**config.mk**
```make
export PLATFORM = sky130hd
export DESIGN_NAME = canmb_regs
export DESIGN_NICKNAME = d
export VERILOG_FILES = /design/src/shared/canmb_pkg.sv /design/src/verilog/canmb_regs.sv
export SDC_FILE = /design/constraint.sdc
export NUM_CORES = 1
export LEC_CHECK = 0
export BUFFER_PORTS_ARGS = -buffer_cell sky130_fd_sc_hd__buf_2
export CAP_MARGIN = 20
export CORE_MARGIN = 2
export CORE_UTILIZATION = 46
export DETAILED_ROUTE_END_ITERATION = 6
export PLACE_DENSITY_LB_ADDON = 0.2
export SLEW_MARGIN = 20
export SYNTH_ARGS = -nofsm -noshare
export SYNTH_HDL_FRONTEND = slang
export SYNTH_SLANG_ARGS = --single-unit
```
**constraint.sdc**
```tcl
create_clock -name clk_sys -period 3.8 [get_ports clk_sys]
set_input_delay 0.57 -clock clk_sys [delete_from_list [all_inputs] [get_ports clk_sys]]
set_output_delay 0.57 -clock clk_sys [all_outputs]
set_load 0.05 [all_outputs]
```
**src/shared/canmb_pkg.sv**
```systemverilog
// Constants and carrier types for the CAN message-buffer register file
package canmb_pkg;
   // ----------------------------------------------------------------
   // Register indices (byte address is four times the index)
   // ----------------------------------------------------------------
   localparam int             IDX_W      = 12;
   localparam logic [11:0] IDX_RX1_CR = 12'hEBD;
   localparam logic [11:0] IDX_RX0_D7 = 12'hEBE;
   localparam logic [11:0] IDX_RX0_D6 = 12'hEBF;
   localparam logic [11:0] IDX_RX0_D5 = 12'hEC0;
   localparam logic [11:0] IDX_RX0_D4 = 12'hEC1;
   localparam logic [11:0] IDX_RX0_D3 = 12'hEC2;
   localparam logic [11:0] IDX_RX0_D2 = 12'hEC3;
   localparam logic [11:0] IDX_RX0_D1 = 12'hEC4;
   localparam logic [11:0] IDX_RX0_D0 = 12'hEC5;
   localparam logic [11:0] IDX_RX0_ID3 = 12'hEC6;
   localparam logic [11:0] IDX_RX0_ID2 = 12'hEC7;
   localparam logic [11:0] IDX_RX0_ID1 = 12'hEC8;
   localparam logic [11:0] IDX_RX0_ID0 = 12'hEC9;
   localparam logic [11:0] IDX_RX0_CR = 12'hECA;
   localparam logic [11:0] IDX_TX_D7  = 12'hECB;
   localparam logic [11:0] IDX_TX_D6  = 12'hECC;
   localparam logic [11:0] IDX_TX_D5  = 12'hECD;
   localparam logic [11:0] IDX_TX_D4  = 12'hECE;
   localparam logic [11:0] IDX_TX_D3  = 12'hECF;
   localparam logic [11:0] IDX_TX_D2  = 12'hED0;
   localparam logic [11:0] IDX_TX_D1  = 12'hED1;
   localparam logic [11:0] IDX_TX_D0  = 12'hED2;
   localparam logic [11:0] IDX_TX_ID3 = 12'hED3;
   localparam logic [11:0] IDX_TX_ID2 = 12'hED4;
   localparam logic [11:0] IDX_TX_ID1 = 12'hED5;
   localparam logic [11:0] IDX_TX_ID0 = 12'hED6;
   localparam logic [11:0] IDX_TX_CR  = 12'hED7;
   localparam logic [11:0] IDX_CMD    = 12'hEE0;
   // ----------------------------------------------------------------
   // Field layout and reset values
   // ----------------------------------------------------------------
   localparam int         CR_IDE_BIT  = 7;
   localparam int         CR_RTR_BIT  = 6;
   localparam int         ID3_EXT_LO  = 3;
   localparam int         CMD_TXREQ   = 0;
   localparam int         CMD_RXREL   = 1;
   localparam int         STAT_TXPEND = 0;
   localparam int         STAT_RXFULL = 1;
   localparam logic [3:0] DLC_MAX     = 4'h8;
   localparam logic [7:0] BYTE_RST    = 8'h00;
   localparam logic [1:0] HTRANS_NSEQ = 2'h2;
   localparam logic       HRESP_OKAY  = 1'h0;
   // ----------------------------------------------------------------
   // Frame carrier between register file and protocol engine
   // ----------------------------------------------------------------
   typedef struct packed {
      logic            ide;
      logic            rtr;
      logic [3:0]      dlc;
      logic [28:0]     ident;
      logic [7:0][7:0] data;
   } canmb_frame_t;
endpackage

```
**src/verilog/canmb_regs.sv**
```systemverilog
// CAN message-buffer register file with AHB-Lite slave and frame streams
`timescale 1ns/1ps
module canmb_regs #(
   parameter int ADDR_W = 16
) (
   input  wire logic                  clk_sys,
   input  wire logic                  rst,
   input  wire logic                  hsel,
   input  wire logic [ADDR_W-1:0]     haddr,
   input  wire logic [1:0]            htrans,
   input  wire logic                  hwrite,
   input  wire logic [2:0]            hsize,
   input  wire logic [31:0]           hwdata,
   input  wire logic                  hready,
   output logic                       hreadyout,
   output logic                       hresp,
   output logic [31:0]                hrdata,
   input  wire logic                  rxInValid,
   output logic                       rxInReady,
   input  wire canmb_pkg::canmb_frame_t rxInFrame,
   output logic                       txOutValid,
   input  wire logic                  txOutReady,
   output canmb_pkg::canmb_frame_t    txOutFrame
);
   import canmb_pkg::*;

   // ----------------------------------------------------------------
   // AHB-Lite slave: writes take no wait, reads take one
   // ----------------------------------------------------------------
   logic [IDX_W-1:0] phIdx_r;
   logic             phWr_r;
   logic             rdWait_r;
   logic             rdShow_r;
   logic [31:0]      hrdata_r;
   logic [7:0]       rdByte;
   logic             addrOk;
   logic             wrEn;
   logic [IDX_W-1:0] addrIdx;

   assign addrIdx   = haddr[IDX_W+1:2];
   assign addrOk    = hsel && hready && (htrans == HTRANS_NSEQ);
   assign wrEn      = phWr_r && hready;
   assign hreadyout = !rdWait_r;
   assign hresp     = HRESP_OKAY;
   assign hrdata    = hrdata_r;

   // Address phase capture; hsize is ignored as only words are used
   always_ff @(posedge clk_sys) begin
      if (rst) begin
         phIdx_r  <= '0;
         phWr_r   <= 1'b0;
         rdWait_r <= 1'b0;
      end else begin
         if (hready) begin
            phIdx_r <= addrIdx;
            phWr_r  <= addrOk && hwrite;
         end
         // The wait cycle lets a read see a write from the beat before
         rdWait_r <= addrOk && !hwrite;
      end
   end

   // Read data is latched at the end of the wait cycle
   always_ff @(posedge clk_sys) begin
      if (rst) begin
         hrdata_r <= '0;
         rdShow_r <= 1'b0;
      end else begin
         rdShow_r <= rdWait_r;
         if (rdWait_r) begin
            hrdata_r <= {24'h000000, rdByte};
         end
      end
   end

   // ----------------------------------------------------------------
   // Transmit buffer registers
   // ----------------------------------------------------------------
   logic [7:0]      txId0_r;
   logic [7:0]      txId1_r;
   logic [7:0]      txId2_r;
   logic [4:0]      txId3_r;
   logic            txIde_r;
   logic            txRtr_r;
   logic [3:0]      txDlc_r;
   logic [7:0][7:0] txData_r;
   logic [3:0]      txIdxOff;

   assign txIdxOff = 4'(IDX_TX_D0 - phIdx_r);

   // Software writes of identifier, control and payload bytes
   always_ff @(posedge clk_sys) begin
      if (rst) begin
         txId0_r  <= BYTE_RST;
         txId1_r  <= BYTE_RST;
         txId2_r  <= BYTE_RST;
         txId3_r  <= '0;
         txIde_r  <= 1'b0;
         txRtr_r  <= 1'b0;
         txDlc_r  <= '0;
         txData_r <= '0;
      end else if (wrEn) begin
         unique case (phIdx_r)
            IDX_TX_ID0: txId0_r <= hwdata[7:0];
            IDX_TX_ID1: txId1_r <= hwdata[7:0];
            IDX_TX_ID2: txId2_r <= hwdata[7:0];
            IDX_TX_ID3: txId3_r <= hwdata[7:ID3_EXT_LO];
            IDX_TX_CR: begin
               txIde_r <= hwdata[CR_IDE_BIT];
               txRtr_r <= hwdata[CR_RTR_BIT];
               txDlc_r <= hwdata[3:0];
            end
            default: begin
               if (phIdx_r >= IDX_TX_D7 && phIdx_r <= IDX_TX_D0) begin
                  txData_r[txIdxOff[2:0]] <= hwdata[7:0];
               end
            end
         endcase
      end
   end

   // ----------------------------------------------------------------
   // Frame assembly for the protocol engine
   // ----------------------------------------------------------------
   canmb_frame_t    txBuild;
   logic [3:0]      txLen;
   logic [7:0][7:0] txSend;

   // A length code above eight still sends only eight bytes
   assign txLen = (txDlc_r > DLC_MAX) ? DLC_MAX : txDlc_r;

   // Standard frames drop the extended-only bytes entirely
   always_comb begin
      txBuild.ide = txIde_r;
      txBuild.rtr = txRtr_r;
      txBuild.dlc = txDlc_r;
      // Payload comes from the per-byte gates below, one driver only
      txBuild.data = txSend;
      if (txIde_r) begin
         txBuild.ident = {txId0_r, txId1_r, txId2_r, txId3_r};
      end else begin
         txBuild.ident = {18'h00000, txId0_r, txId1_r[7:5]};
      end
   end

   // Bytes past the length and all bytes of a remote frame go out zero
   genvar g;
   generate
      for (g = 0; g < 8; g++) begin : gTxByte
         assign txSend[g] =
            (!txRtr_r && (4'(g) < txLen)) ? txData_r[g] : BYTE_RST;
      end
   endgenerate

   // ----------------------------------------------------------------
   // Command register: transmit request and receive release
   // ----------------------------------------------------------------
   logic txPend_r;
   logic txReq;
   logic txLoad;

   assign txReq      = wrEn && (phIdx_r == IDX_CMD) && hwdata[CMD_TXREQ];
   assign txLoad     = txReq && (!txPend_r || txOutReady);
   assign txOutValid = txPend_r;

   // A request while the previous frame is still offered and txOutReady is low is dropped
   always_ff @(posedge clk_sys) begin
      if (rst) begin
         txPend_r   <= 1'b0;
         txOutFrame <= '0;
      end else if (txLoad) begin
         txPend_r   <= 1'b1;
         txOutFrame <= txBuild;
      end else if (txOutReady) begin
         txPend_r <= 1'b0;
      end
   end

   // ----------------------------------------------------------------
   // Receive path: two-entry buffer ahead of receive buffer 0
   // ----------------------------------------------------------------
   canmb_frame_t fifoMem [2];
   logic         fifoWp_r;
   logic         fifoRp_r;
   logic [1:0]   fifoCnt_r;
   logic         push;
   logic         pop;
   logic         rx0Full_r;
   logic         rxRel;
   canmb_frame_t rx0Frame_r;
   logic [7:0]   rx0Ctrl;
   logic [7:0]   rx1Ctrl_r;

   assign rxInReady = (fifoCnt_r != 2'h2);
   assign push      = rxInValid && rxInReady;
   // Buffer 0 is held until software releases it, so the buffer fills
   assign pop       = (fifoCnt_r != 2'h0) && !rx0Full_r;
   assign rxRel     = wrEn && (phIdx_r == IDX_CMD) && hwdata[CMD_RXREL];
   assign rx0Ctrl   = {rx0Frame_r.ide, rx0Frame_r.rtr, 2'h0, rx0Frame_r.dlc};

   // Buffer storage and pointers
   always_ff @(posedge clk_sys) begin
      if (rst) begin
         fifoWp_r  <= 1'b0;
         fifoRp_r  <= 1'b0;
         fifoCnt_r <= '0;
         fifoMem   <= '{default: '0};
      end else begin
         if (push) begin
            fifoMem[fifoWp_r] <= rxInFrame;
            fifoWp_r          <= !fifoWp_r;
         end
         if (pop) begin
            fifoRp_r <= !fifoRp_r;
         end
         fifoCnt_r <= 2'(fifoCnt_r + {1'b0, push} - {1'b0, pop});
      end
   end

   // Older frame's control byte moves on to receive buffer 1
   always_ff @(posedge clk_sys) begin
      if (rst) begin
         rx0Frame_r <= '0;
         rx1Ctrl_r  <= BYTE_RST;
      end else if (pop) begin
         rx0Frame_r <= fifoMem[fifoRp_r];
         rx1Ctrl_r  <= rx0Ctrl;
      end
   end

   // Full flag: a load in the release cycle keeps it set
   always_ff @(posedge clk_sys) begin
      if (rst) begin
         rx0Full_r <= 1'b0;
      end else if (pop) begin
         rx0Full_r <= 1'b1;
      end else if (rxRel) begin
         rx0Full_r <= 1'b0;
      end
   end

   // ----------------------------------------------------------------
   // Read multiplexer; receive bytes are views of the stored frame
   // ----------------------------------------------------------------
   logic [3:0] rxIdxOff;

   assign rxIdxOff = 4'(IDX_RX0_D0 - phIdx_r);

   // Unmapped indices and reserved bits read as zero
   always_comb begin
      rdByte = BYTE_RST;
      unique case (phIdx_r)
         IDX_RX1_CR:  rdByte = rx1Ctrl_r;
         IDX_RX0_CR:  rdByte = rx0Ctrl;
         IDX_RX0_ID0: rdByte = rx0Frame_r.ide ? rx0Frame_r.ident[28:21]
                                              : rx0Frame_r.ident[10:3];
         IDX_RX0_ID1: rdByte = rx0Frame_r.ide ? rx0Frame_r.ident[20:13]
                                              : {rx0Frame_r.ident[2:0], 5'h00};
         IDX_RX0_ID2: rdByte = rx0Frame_r.ide ? rx0Frame_r.ident[12:5] : BYTE_RST;
         IDX_RX0_ID3: rdByte = rx0Frame_r.ide ? {rx0Frame_r.ident[4:0], 3'h0}
                                              : BYTE_RST;
         IDX_TX_ID0:  rdByte = txId0_r;
         IDX_TX_ID1:  rdByte = txId1_r;
         IDX_TX_ID2:  rdByte = txId2_r;
         IDX_TX_ID3:  rdByte = {txId3_r, 3'h0};
         IDX_TX_CR:   rdByte = {txIde_r, txRtr_r, 2'h0, txDlc_r};
         IDX_CMD:     rdByte = {4'h0, fifoCnt_r, rx0Full_r, txPend_r};
         default: begin
            if (phIdx_r >= IDX_RX0_D7 && phIdx_r <= IDX_RX0_D0) begin
               rdByte = rx0Frame_r.data[rxIdxOff[2:0]];
            end else if (phIdx_r >= IDX_TX_D7 && phIdx_r <= IDX_TX_D0) begin
               rdByte = txData_r[txIdxOff[2:0]];
            end
         end
      endcase
   end
endmodule

```
==> reports/metrics.csv <==
stage;metric;value;unit
worst_setup_path;cp_cell_sequence;buf_4, ha_1, o21ai_0, a211oi_1, o21ai_4, nor4_4, mux2i_1, nor2_1;
final_layout;fillCellCount;4325;
sta;finalHoldViolCount;0;
floorplanning;core;46800;um^2
worst_hold_path;whs_path_depth;2;
sta;fin_tns_setup;0;ns
sta;skew;0.0215;ns
sta;finalCriticalPeriod;3.11;ns
power;p_leak;9.24;nW
route;wl_per_cell;18.7;um
final_layout;area_delta_synth_final;15.8;%
route;drt-initial-drc-count;1377;
global_route;grt_max_degree;207;
worst_setup_path;crit_path_max_incr_delay;0.79;ns
floorplanning;num_io_pins;294;
final_layout;mostFrequentLayoutCells;nand2_1 (581), dfxtp_1 (527), a21oi_1 (341), buf_2 (236), nor2_1 (227);
global_route;grt_pass1_vias;17000;
clocking;cts_buffer_depth;3;
worst_setup_path;start_kind;register;
sta;max_slew_margin;32.2;%
power;power.density;602;nW/um^2
floorplanning;die_width;222;um
synthesis;synth_edf_count;0;
placement;hpwl;41500;um
clocking;clock_sinks;529;
synthesis;synthArstFlopShare;0;%
placement;gp_congestion;0.854;
run;max_cap_violations;0;
synthesis;yosysUniqueCellTypes;61;
worst_setup_path;reg2regPathDepth;8;
sta;max_freq;322;MHz
sta;maxSlewViolCount;0;
worst_setup_path;critical_path_required;4.26;ns
global_route;antenna_found_initial;8;
power;peakVddDrop;0.542;mV
floorplanning;start_util;46.8;%
global_route;overflow;0;
run_status;status;completed;
clocking;postCtsHoldBufs;0;
synthesis;ys_warn_count;0;
worst_hold_path;hp-class;in -> reg;
clocking;cts_resized;0;
placement;port_buffers;237;
global_route;grt_pass1_wl;96800;um
synthesis;ys_seq_elements;529;
sta;worst_pin_slew;1.02;ns
synthesis;synth_flop_cell;dfxtp_1;
final_layout;fin_util;54.2;%
final_layout;layout-drive-gt1-share;15.8;%
worst_setup_path;crit_slowest_cell;nor4_4;
global_route;grt_usage;24.6;%
final_layout;design_area;25300;um^2
clocking;htree_levels;2;
route;vias_per_cell;5.50;
sta;rsz0062_at_grt;false;
final_layout;multi_input_area;10400;um^2
worst_setup_path;crit_path_max_fanout;21;
clocking;path_clk_slew;0.06;ns
clocking;cts_buffers;55;
clocking;cts_tree;built;
clocking;insertion_delay;0.62;ns
clocking;clock_tree.root_cell;clkbuf_16;
route;first_pass_iters;6;
floorplanning;die_area;49300;um^2
worst_setup_path;end_kind;register;
synthesis;syn-cell-area;21900;um^2
worst_setup_path;criticalPathCategory;reg -> reg;
synthesis;syn_avg_cell_area;8.56;um^2
sta;holdWs;0.176;ns
sta;min_period_over_period;81.8;%
final_layout;layout.nets;2847;
sta;setup_viol;0;
route;vias;18300;
final_layout;final_common_cell;nand2_1;
synthesis;synthCells;2555;
final_layout;seqCellArea;10600;um^2
floorplanning;die_y;222;um
route;drtAntennaViolNets;0;
worst_setup_path;arrival;3.57;ns
route;drc;0;
placement;placed_area;23400;um^2
synthesis;ys_seq_area_share;48.4;%
clocking;postCtsSetupBuffers;0;
route;wl;62500;um
floorplanning;num_rows;79;
layout make-up:
cell class / count / share of cell area, %
timing repair buffer: 273 / 6.31
clock inverter: 21 / 1.19
multi-input combinational: 1808 / 41.0
tap: 607 / 3.00
sequential: 529 / 41.8
clock buffer: 80 / 6.44
antenna: 4 / 0.0395
inverter: 11 / 0.183
final timing paths:
check | slack, ns | endpoint | from
hold / removal | 0.18 | rdWait_r | hwrite
setup / recovery | 0.69 | txData_r[63] | phIdx_r[1]
setup reg to reg | 0.69 | txData_r[63] | phIdx_r[1]
hold reg to reg | 0.45 | txOutFrame[57] | txOutFrame[57]
layer usage:
layer / vias up / routed length [um] / GRT usage [%]
met5: - / 58 / 0
li1: 9030 / - / -
met1: 8667 / 26500 / 31.4
met2: 484 / 30400 / 41.8
met4: 8 / 1850 / 7.72
met3: 128 / 3620 / 5.02
report_power, final:
part           internal, W  leakage, nW  switching (W)  total, W
Clock              0.00345        0.961        0.00226   0.00571
Sequential         0.00623         4.30       0.000492   0.00673
Combinational      0.00107         3.98        0.00174   0.00280
Total               0.0108         9.24        0.00449    0.0152
logic make-up (layout without fill, tap and decap cells):
group | after synthesis | count (layout) | synth area share [%]
other | 1 | 29 | 0.0171
xor gates and xnor gates | 5 | 5 | 0.200
DFF | 529 | 529 | 48.4
buffers and inverters | 242 | 385 | 4.69
muxes | 251 | 251 | 12.5
adders and majority gates | 10 | 10 | 0.572
AOI/OAI and AO/OA | 545 | 545 | 14.8
and+or+nand+nor | 972 | 972 | 18.7
metrics by stage:
stage	std cells	power, W	setup slack, ns
after global routing	3330	0.0160	0.484
final	3333	0.0152	0.693
after floorplan	2579	0.00882	0.392
after detailed placement	3227	0.00966	0.715
after global placement	3227	0.00959	0.765
after CTS	3328	0.0154	0.695
Yosys cell counts, types with 18 or more instances:
cell type    n  area, um^2
a211oi_1   119         893
a21oi_1    341        1710
buf_1       21        78.8
buf_4       25         188
clkbuf_1   176         661
dfxtp_1    529       10600
mux2_2      24         270
mux2i_1    211        2110
nand2_1    581        2180
nand3_1     91         455
nor2_1     228         856
o22ai_1     18         113
registers in the layout (all words and copies together), names as in the netlist, 5 cells and up:
register / cells
txId1_r: 8
rx1Ctrl_r: 6
rx0Frame_r: 93
phIdx_r: 12
txData_r: 64
txOutFrame: 99
txId2_r: 8
fifoMem: 198
txId0_r: 8
rx0Ctrl: 6
hrdata: 8
txId3_r: 5
worst max-delay path: cells and delay by family (launching register included):
family | cells | cell delay (ns)
adder cells (fa/ha/maj) | 1 | 0.28
flip-flops | 1 | 0.40
AND/OR/NAND/NOR | 2 | 0.84
multiplexers | 1 | 0.28
buffers and inverters | 1 | 0.39
AO/OA/AOI/OAI | 3 | 0.75
(Power assumes the default switching activity.)
